===== config.mk =====
export PLATFORM = sky130hd
export DESIGN_NAME = mdca_top
export DESIGN_NICKNAME = d
export VERILOG_FILES = /design/src/mdca_pkg.sv /design/src/mdca_top.sv /design/src/mdca_sync.sv
export SDC_FILE = /design/constraint.sdc
export NUM_CORES = 1
export LEC_CHECK = 0
export BUFFER_PORTS_ARGS = -buffer_cell sky130_fd_sc_hd__clkbuf_2
export CAP_MARGIN = 15
export CORE_MARGIN = 8
export CORE_UTILIZATION = 50
export CTS_CLUSTER_SIZE = 12
export DETAILED_ROUTE_END_ITERATION = 10
export PLACE_DENSITY = 0.87
export SLEW_MARGIN = 30
export SYNTH_ARGS = -nofsm -noshare
export SYNTH_HDL_FRONTEND = slang
export SYNTH_SLANG_ARGS = --single-unit
export TNS_END_PERCENT = 5

===== constraint.sdc =====
create_clock -name clock -period 3.2 [get_ports clock]
set_input_delay 0.32 -clock clock [delete_from_list [all_inputs] [get_ports clock]]
set_output_delay 0.32 -clock clock [all_outputs]
set_load 0.02 [all_outputs]

===== src/mdca_pkg.sv =====
/*
  Shared definitions for the multi-device clock alignment block: timing
  clock phase encoding, configuration layouts, reset values and fixed
  latencies. Assumes a single system clock domain and that the serial
  port logic outside presents the buffered configuration as plain words.
*/
package mdca_pkg;

  // gray-coded divide-by-four generator phases
  typedef enum logic [1:0] {
    MDCA_PH0 = 2'h0,
    MDCA_PH1 = 2'h1,
    MDCA_PH2 = 2'h3,
    MDCA_PH3 = 2'h2
  } mdca_phase_t;

  // config one: only the two alignment bits live here
  typedef struct packed {
    logic hw_align;
    logic sw_align;
  } mdca_function_config_one_t;

  // config two laid out at its bit positions 7..0
  typedef struct packed {
    logic auto_en;
    logic master_en;
    logic status;
    logic mask;
    logic [1:0] spare;
    logic [1:0] offset;
  } mdca_function_config_two_t;

  localparam mdca_function_config_one_t MDCA_FUNCTION_CONFIG_ONE_RESET = 2'h0;
  localparam mdca_function_config_two_t MDCA_FUNCTION_CONFIG_TWO_RESET = 8'h00;
  // parked in the last, low phase: the first edge out of reset is then a
  // real timing rise instead of a false one in the middle of a high half
  localparam mdca_phase_t MDCA_PHASE_RESET = MDCA_PH3;
  // phase on which the master launches its pulse
  localparam mdca_phase_t MDCA_PULSE_PHASE = MDCA_PH0;
  // system clocks between the launch flop and the slave seeing the pulse,
  // beyond the programmed travel delay: one for each of the two synchroniser stages
  localparam logic [1:0] MDCA_RX_LATENCY = 2'h2;
  localparam int MDCA_SYNC_STAGES = 2;

endpackage


===== src/mdca_top.sv =====
/*
  Multi-device clock alignment: divide-by-four timing clock generator,
  automatic master/slave alignment, manual software and hardware stalls,
  and the commit path from buffered to active configuration and data.
  Assumes the serial port outside holds the buffered words stable around
  a commit and gives a one-cycle status_read pulse when config two is read.
*/
`timescale 1ns/1ps
`default_nettype none
module mdca_top #(
  parameter int DATA_W = 32
) (
  input wire logic clock,
  input wire logic rst,
  input wire mdca_pkg::mdca_function_config_one_t buf_function_config_one,
  input wire mdca_pkg::mdca_function_config_two_t buf_function_config_two,
  input wire logic [DATA_W-1:0] buf_data,
  input wire logic commit_pin,
  input wire logic align_pulse_in_pin,
  input wire logic status_read,
  output logic timing_clk,
  output logic align_pulse_out,
  output var mdca_pkg::mdca_function_config_one_t active_function_config_one,
  output var mdca_pkg::mdca_function_config_two_t active_function_config_two,
  output logic [DATA_W-1:0] active_data,
  output logic align_status,
  output logic commit_done
);

  // phase to a 0..3 index and back, used for offset arithmetic
  function automatic logic [1:0] ph_index(input mdca_pkg::mdca_phase_t p);
    ph_index = {p[1], p[1] ^ p[0]};
  endfunction

  function automatic mdca_pkg::mdca_phase_t ph_add(input mdca_pkg::mdca_phase_t p,
                                                   input logic [1:0] n);
    logic [1:0] i;
    i = ph_index(p) + n;
    ph_add = mdca_pkg::mdca_phase_t'({i[1], i[1] ^ i[0]});
  endfunction

  // timing clock is high for the first half of the four phases
  function automatic logic ph_high(input mdca_pkg::mdca_phase_t p);
    ph_high = (p == mdca_pkg::MDCA_PH0) || (p == mdca_pkg::MDCA_PH1);
  endfunction

  logic [1:0] pins_sync;
  logic commit_sync;
  logic pulse_sync;

  // both pins are asynchronous to the system clock
  mdca_sync #(
    .WIDTH(2)
  ) u_pin_sync (
    .clock(clock),
    .rst(rst),
    .async_in({commit_pin, align_pulse_in_pin}),
    .sync_out(pins_sync)
  );

  assign commit_sync = pins_sync[1];
  assign pulse_sync = pins_sync[0];

  mdca_pkg::mdca_phase_t phase_reg, phase_next;
  logic tclk_reg, tclk_next;
  logic pout_reg, pout_next;
  logic pulse_prev_reg, pulse_prev_next;
  logic commit_prev_reg, commit_prev_next;
  logic sw_stall_reg, sw_stall_next;
  logic status_reg, status_next;
  logic done_reg, done_next;
  mdca_pkg::mdca_function_config_one_t cfg_one_reg, cfg_one_next;
  mdca_pkg::mdca_function_config_two_t cfg_two_reg, cfg_two_next;
  logic [DATA_W-1:0] data_reg, data_next;

  logic auto_on;
  logic is_master;
  logic pulse_edge;
  mdca_pkg::mdca_phase_t expect_phase;
  logic mismatch;
  logic hw_stall;
  logic stall;
  logic tick;
  logic xfer;

  // alignment decisions, all from active (committed) configuration
  always_comb begin
    auto_on = cfg_two_reg.auto_en;
    is_master = cfg_two_reg.master_en;
    pulse_edge = pulse_sync && !pulse_prev_reg;
    // the slave expects the master's launch phase advanced by the travel delay
    // plus the receive latency; a delay that straddles a boundary is covered by the code
    expect_phase = ph_add(mdca_pkg::MDCA_PULSE_PHASE,
                          cfg_two_reg.offset + mdca_pkg::MDCA_RX_LATENCY);
    mismatch = auto_on && !is_master && pulse_edge && (phase_reg != expect_phase);
    hw_stall = cfg_one_reg.hw_align && pulse_edge;
    // one stall per pulse shifts a quarter period, so three pulses at most
    stall = mismatch || hw_stall || sw_stall_reg;
    // active timing edge: the generator is about to enter phase zero
    tick = (phase_reg == mdca_pkg::MDCA_PH3) && !stall;
    // strobe oversampled on timing edges, so it must outlast a period
    xfer = tick && commit_sync && !commit_prev_reg;
  end

  // clock generator and pulse launch
  always_comb begin
    case (phase_reg)
      mdca_pkg::MDCA_PH0: phase_next = mdca_pkg::MDCA_PH1;
      mdca_pkg::MDCA_PH1: phase_next = mdca_pkg::MDCA_PH2;
      mdca_pkg::MDCA_PH2: phase_next = mdca_pkg::MDCA_PH3;
      mdca_pkg::MDCA_PH3: phase_next = mdca_pkg::MDCA_PH0;
      default: phase_next = mdca_pkg::MDCA_PHASE_RESET;
    endcase
    if (stall) begin
      phase_next = phase_reg;
    end
    tclk_next = ph_high(phase_next);
    // a held phase zero must not stretch the pulse past one clock
    pout_next = auto_on && is_master && !stall &&
                (phase_next == mdca_pkg::MDCA_PULSE_PHASE);
    pulse_prev_next = pulse_sync;
  end

  always_ff @(posedge clock or posedge rst) begin
    if (rst) begin
      phase_reg <= mdca_pkg::MDCA_PHASE_RESET;
      tclk_reg <= 1'b0;
      pout_reg <= 1'b0;
      pulse_prev_reg <= 1'b0;
    end else begin
      phase_reg <= phase_next;
      tclk_reg <= tclk_next;
      pout_reg <= pout_next;
      pulse_prev_reg <= pulse_prev_next;
    end
  end

  // commit path; buffered words do nothing until the transfer
  always_comb begin
    cfg_one_next = cfg_one_reg;
    cfg_two_next = cfg_two_reg;
    data_next = data_reg;
    commit_prev_next = commit_prev_reg;
    done_next = xfer;
    // the software stall lasts exactly the cycle after the clearing commit
    sw_stall_next = xfer && cfg_one_reg.sw_align &&
                    !buf_function_config_one.sw_align;
    if (tick) begin
      commit_prev_next = commit_sync;
    end
    if (xfer) begin
      cfg_one_next = buf_function_config_one;
      cfg_two_next = buf_function_config_two;
      data_next = buf_data;
    end
  end

  always_ff @(posedge clock or posedge rst) begin
    if (rst) begin
      cfg_one_reg <= mdca_pkg::MDCA_FUNCTION_CONFIG_ONE_RESET;
      cfg_two_reg <= mdca_pkg::MDCA_FUNCTION_CONFIG_TWO_RESET;
      data_reg <= '0;
      commit_prev_reg <= 1'b0;
      done_reg <= 1'b0;
      sw_stall_reg <= 1'b0;
    end else begin
      cfg_one_reg <= cfg_one_next;
      cfg_two_reg <= cfg_two_next;
      data_reg <= data_next;
      commit_prev_reg <= commit_prev_next;
      done_reg <= done_next;
      sw_stall_reg <= sw_stall_next;
    end
  end

  // sticky status: a new mismatch beats the read that clears it
  always_comb begin
    status_next = status_reg;
    if (status_read) begin
      status_next = 1'b0;
    end
    if (mismatch) begin
      status_next = 1'b1;
    end
    if (cfg_two_reg.mask) begin
      status_next = 1'b0;
    end
  end

  always_ff @(posedge clock or posedge rst) begin
    if (rst) begin
      status_reg <= 1'b0;
    end else begin
      status_reg <= status_next;
    end
  end

  assign timing_clk = tclk_reg;
  assign align_pulse_out = pout_reg;
  assign active_function_config_one = cfg_one_reg;
  assign active_function_config_two = cfg_two_reg;
  assign active_data = data_reg;
  assign align_status = status_reg;
  assign commit_done = done_reg;
endmodule
`default_nettype wire


===== src/mdca_sync.sv =====
/*
  Two-stage level synchroniser for pins coming from outside the system
  clock domain. Assumes the inputs are levels or pulses longer than one
  system clock; shorter glitches may be missed.
*/
`timescale 1ns/1ps
`default_nettype none
module mdca_sync #(
  parameter int WIDTH = 1
) (
  input wire logic clock,
  input wire logic rst,
  input wire logic [WIDTH-1:0] async_in,
  output logic [WIDTH-1:0] sync_out
);

  logic [WIDTH-1:0] meta_reg;
  logic [WIDTH-1:0] meta_next;
  logic [WIDTH-1:0] sync_reg;
  logic [WIDTH-1:0] sync_next;

  // first stage only feeds the second
  always_comb begin
    meta_next = async_in;
    sync_next = meta_reg;
  end

  always_ff @(posedge clock or posedge rst) begin
    if (rst) begin
      meta_reg <= '0;
      sync_reg <= '0;
    end else begin
      meta_reg <= meta_next;
      sync_reg <= sync_next;
    end
  end

  assign sync_out = sync_reg;

endmodule
`default_nettype wire


=== After elaboration in Yosys (flattened, before gate mapping) ===
Index checks and enable logic that the tools add are counted.

* Bits of input ports: 47
* Output and inout port bits: 46
* Word-level logic and storage cells: 55
* Flip-flop bits (word level): 55

* Multiplexer cells: 5
* Reduce and logical (&&, ||, !) cells: 24
* Add/subtract/negate cells: 1
* Bitwise operators: 1
* Equal/unequal tests: 5

{| class="wikitable"
|+ Operators with widths
! cell !! count
|-
| $logic_and A1 B1 Y1 || 13
|-
| $pmux W2 S4 || 1
|-
| $logic_not A1 Y1 || 5
|-
| $eq A2 B1 Y1 const B || 2
|-
| $eq A2 B2 Y1 const B || 2
|-
| $logic_not A2 Y1 || 2
|-
| $logic_or A1 B1 Y1 || 3
|-
| $mux W1 || 3
|-
| $reduce_bool A3 Y1 || 1
|-
| $add A2 B2 Y2 const B || 1
|-
| $mux W2 || 1
|-
| $ne A2 B2 Y1 || 1
|-
| $xor A1 B1 Y1 || 1
|}

=== Longest topological paths before layout ===
* Depth in word-level cells: 12
* Depth in mapped cells: 6

=== Modules after synthesis ===
From an unflattened synthesis, not the netlist that was laid out.

* Cell total of the unflattened synthesis: 132
* Area total of the unflattened synthesis: 2,293.4 µm²

{| class="wikitable"
|+ Modules (own cells, without submodules)
! module !! area each (µm²) !! cells an instance !! instances !! sequential area each (µm²)
|-
| mdca_top || 2,189.6 || 127 || 1 || 1,277.5
|-
| mdca_sync || 103.8 || 5 || 1 || 100.1
|}

=== Worst setup path after synthesis ===
OpenSTA, ideal clock, no wires.

* Path type: register -> register
* From: reg cfg_one_reg, in the netlist active_function_config_one[1]
* To: reg data_reg[0] (netlist: active_data[0])
* Required time: 3,075 ps
* Library setup time: 125 ps
* Cell stages (with the launch flop): 7
* Data arrival time: 1,842 ps
* Setup slack: 1,233 ps
* Cells stage by stage: dfrtp_1 -> and3b_1 -> nor4b_2 -> and4b_1 -> buf_2 -> buf_4 -> mux2_2

* Longest elaborated chain between the ends: 7

{| class="wikitable"
|+ RTL lines
! item !! line !! source
|-
| start, declared || mdca_top.sv:72 || <nowiki>mdca_pkg::mdca_function_config_one_t cfg_one_reg, cfg_one_next;</nowiki>
|-
| start signal, assigned || mdca_top.sv:160 || <nowiki>cfg_one_reg <= mdca_pkg::MDCA_FUNCTION_CONFIG_ONE_RESET;</nowiki>
|-
| start signal, assigned || mdca_top.sv:167 || <nowiki>cfg_one_reg <= cfg_one_next;</nowiki>
|-
| $logic_and A1 B1 Y1 || mdca_top.sv:96 || <nowiki>hw_stall = cfg_one_reg.hw_align && pulse_edge;</nowiki>
|-
| $logic_or A1 B1 Y1 (2 in a row) || mdca_top.sv:98 || <nowiki>stall = mismatch || hw_stall || sw_stall_reg;</nowiki>
|-
| $logic_not A1 Y1 || mdca_top.sv:100 || <nowiki>tick = (phase_reg == mdca_pkg::MDCA_PH3) && !stall;</nowiki>
|-
| $logic_and A1 B1 Y1 || mdca_top.sv:100 ||
|-
| $logic_and A1 B1 Y1 (2 in a row) || mdca_top.sv:102 || <nowiki>xfer = tick && commit_sync && !commit_prev_reg;</nowiki>
|-
| end signal, assigned || mdca_top.sv:169 || <nowiki>data_reg <= data_next;</nowiki>
|-
| end, declared || mdca_top.sv:74 || <nowiki>logic [DATA_W-1:0] data_reg, data_next;</nowiki>
|}

No other way between the ends.
A chain may end at the register's enable or synchronous reset.

=== Final worst setup path ===
* From: reg cfg_one_reg, in the netlist active_function_config_one[1]
* To: reg data_reg[18] (netlist: active_data[18])

Same word-level chain as after synthesis.

==> metrics list <==
* Status: finished, final reports clean
- The top cell types in the final layout, fill and taps aside, are 92 x sky130_fd_sc_hd__clkbuf_2, 54 x sky130_fd_sc_hd__dfrtp_1, 30 x sky130_fd_sc_hd__mux2_2.
* Net count reported at finish: 266
- Count of max-cap constraint violations: 0
- Clock-pin slew was measured on the worst setup and hold paths at 90 ps.
- For this run, the top clock speed supported by timing is 437 MHz.
- In the routed design, unresolved DRC markers number 0.
- Counting flops and latches in the post-synthesis netlist gives 55.
- Die extent in y: 80.5 um
- Number of levels the H-tree was split into: 2
- The floorplan step defined a die boundary enclosing 6490 um2.
- Critical path's top delay family: simple AND/OR/NAND/NOR gates
- The number of antenna violations at the first check in global routing came to 0.
- Final Slew Violations: 0
- Overall track demand over capacity in global routing: 13.5%
- For this design, the slowest cell found on the critical path is sky130_fd_sc_hd__and4b_2.
* Total number of clock tree sinks: 55
* Power per cell area: 1030 nW/um2
* Post-DRT Antenna Nets: 0
* I/O pin count: 93
* Top fanout value on the critical path: 26
* Delay of the slowest critical-path stage: 620 ps
- After detailed routing, the number of vias per cell comes to 4.94.
- Sequential area share after synthesis: 66.2%
* CTS buffer count: 5
- The register with the most flip-flops in the layout has 32 of them.
- The setup path with the least slack is of type flop to flop.
* Starting density of the core: 52.0%
- STA puts the critical path data required time at 3380 ps.
- The synthesized design devotes to its leading area cell type 64.9% of total area.
- The number of buffers and inverters on the critical path is 1.
- Setup violations remaining at the end of the flow were counted as 0.
* Post-CTS resize count: 0
- The HPWL after detailed placement is 3310 um.
- Maximum vdd ir drop: 0.000500 V
* Count of hold-fix buffers inserted at cts: 0
- Worst-Margin Slew: 628 ps
- Weighted congestion reported at the end of routability-driven placement: 0.699
- Synthesis handed over a netlist of 126 instances.
* Worst max-slew margin expressed relative to the limit: 58.1%
* Count of synthesis-stage warnings from yosys: 0
- For the final routed database, the setup TNS stands at 0 ps.
* Clock tree from TritonCTS: yes
* Via count of the first global-routing pass: 1,487
- Cells with a size suffix above 1 make up 62.7% of the layout.
- Clock tree buffer depth: 2
* Placeable core region: 4000 um2
- RSZ-0062 raised after global routing: false
- Post-CTS setup repair buffer count: 0
- Signal arrival time at the worst endpoint: 2470 ps
- Entering global routing, the biggest net connects 56 pins.
- Largest cells by area after synthesis: sky130_fd_sc_hd__dfrtp_1 65%, sky130_fd_sc_hd__mux2_2 16%, sky130_fd_sc_hd__mux2_1 6.5%
- The first global-routing pass estimated 6910 um of wire.
- The worst register-to-register path begins at active_function_config_one[1]$_DFFE_PP0P_.
* DRT Pass-1 Iters: 4
- The average instance in the mapped netlist occupies 16.5 um2.
- Minimum period implied by the final worst setup slack: 2290 ps
- Type of the most critical hold path: input pin to async pin
- Yosys top cell by area: sky130_fd_sc_hd__dfrtp_1
* Startpoint type of the worst setup path: flop
- The filler cells instantiated in the layout total 313.
- CP cell instances: and3b_1 -> nor4b_2 -> and4b_2 -> buf_12 -> mux2_2
* Root Buffer Master: sky130_fd_sc_hd__clkbuf_8
- Placement row count: 23
* Worst setup margin: 914 ps
- Final hold violation count: 0
- Buffers placed on the I/O ports in this run total 92.
- Clock network latency to the later pin of the worst-skew pair: 290 ps
- Worst Skew: 3.21 ps
* Post-layout power: 2790 uW
- Wires add up to 4270 um.
* Count of distinct cell types in the synthesized netlist: 23
- In the final layout, the multi-input gates occupy 644 um2.
* FF/Latch Area: 1380 um2
- Before CTS, the worst setup slack after placement is 915 ps.
- Standby leakage power: 0.00137 uW
- Area growth syn-to-layout: 29.5%
- The worst setup path is captured at a flop.
- In the finished design, the share of the clock period the worst path needs comes to 71.4%.
- Start point of the critical path: active_function_config_one[1]$_DFFE_PP0P_
- After detailed routing, the average wire length per cell comes to 15.8 um.
* Area of the mapped netlist: 2080 um2
* Synthesized net count: 173
* Total number of vias: 1,334
- The library cell used most frequently in the layout, excluding fill and tap cells, is sky130_fd_sc_hd__clkbuf_2.
* Chip width: 80.5 um
* Diode count: 0
- Drt first-iter violations: 24
- After global routing the overflow that remains totals 0.
power by group:
group | switching [uW] | internal [uW] | total, uW
clock | 203 | 253 | 456
sequential | 177 | 1000 | 1180
combinational | 651 | 500 | 1150
layout make-up:
class / instances / share of cell area, %
Multi-Input combinational cell: 61 / 23.9
Clock inverter: 2 / 1.30
Tap cell: 50 / 2.32
Timing Repair Buffer: 93 / 17.8
Inverter: 3 / 0.510
Sequential cell: 55 / 51.1
Clock buffer: 6 / 3.06
Yosys cell counts, drive strengths merged:
library cell	number
mux2i	2
and3	1
or3b	1
dfrtp	54
o21ai	1
a311o	1
a22o	1
and4bb	1
nor2	1
nor4b	1
dfstp	1
mux2	43
xnor2	1
buf	7
and3b	2
inv	3
nand2	1
nand3b	2
a32oi	1
and4b	1
path summary, 6_finish.rpt:
check / endpoint / slack, ps / depth (start not counted)
max: active_data[18]$_DFFE_PP0P_ / 910 / 5
min: active_data[30]$_DFFE_PP0P_ / 100 / 2
max reg2reg: active_data[18]$_DFFE_PP0P_ / 910 / 5
min reg2reg: u_pin_sync.sync_out[1]$_DFF_PP0_ / 360 / 0
max in group asynchronous: auto_on$_DFFE_PP0P_ / 2690 / 2
min in group clock: u_pin_sync.meta_reg[1]$_DFF_PP0_ / 120 / 1
per-layer routing:
layer | part of all wire [%] | wire (um) | track usage [%]
met1 | 38 | 1630 | 14.8
met4 | 0.80 | 34 | 5.45
met5 | 0 | 0 | 0
met3 | 8.4 | 357 | 4.46
met2 | 53 | 2240 | 23.5
cell families after synthesis:
| group | Yosys count | synth area share, % |
|---|---|---|
| muxes | 45 | 24.4 |
| AOI/OAI and AO/OA | 4 | 1.62 |
| and+or+nand+nor | 11 | 4.45 |
| DFF | 55 | 66.2 |
| xor gates and xnor gates | 1 | 0.421 |
| buffers and inverters | 10 | 2.94 |
worst register-to-register path, delay by kind of cell, from the launching register on:
family,cells,cell delay (ps)
flops,1,400
mux,1,370
buf+inv,1,250
simple gates,3,1160
stage by stage:
stage	utilization [%]	std cells	hold slack, ps	instance area [um2]
after floorplan	-	126	331	2080
after global placement	64.4	262	332	2580
after global routing	67.4	270	106	2700
after detailed placement	64.5	262	337	2580
final	67.4	270	103	2700
after CTS	67.4	270	112	2700
(Power assumes the default switching activity.)
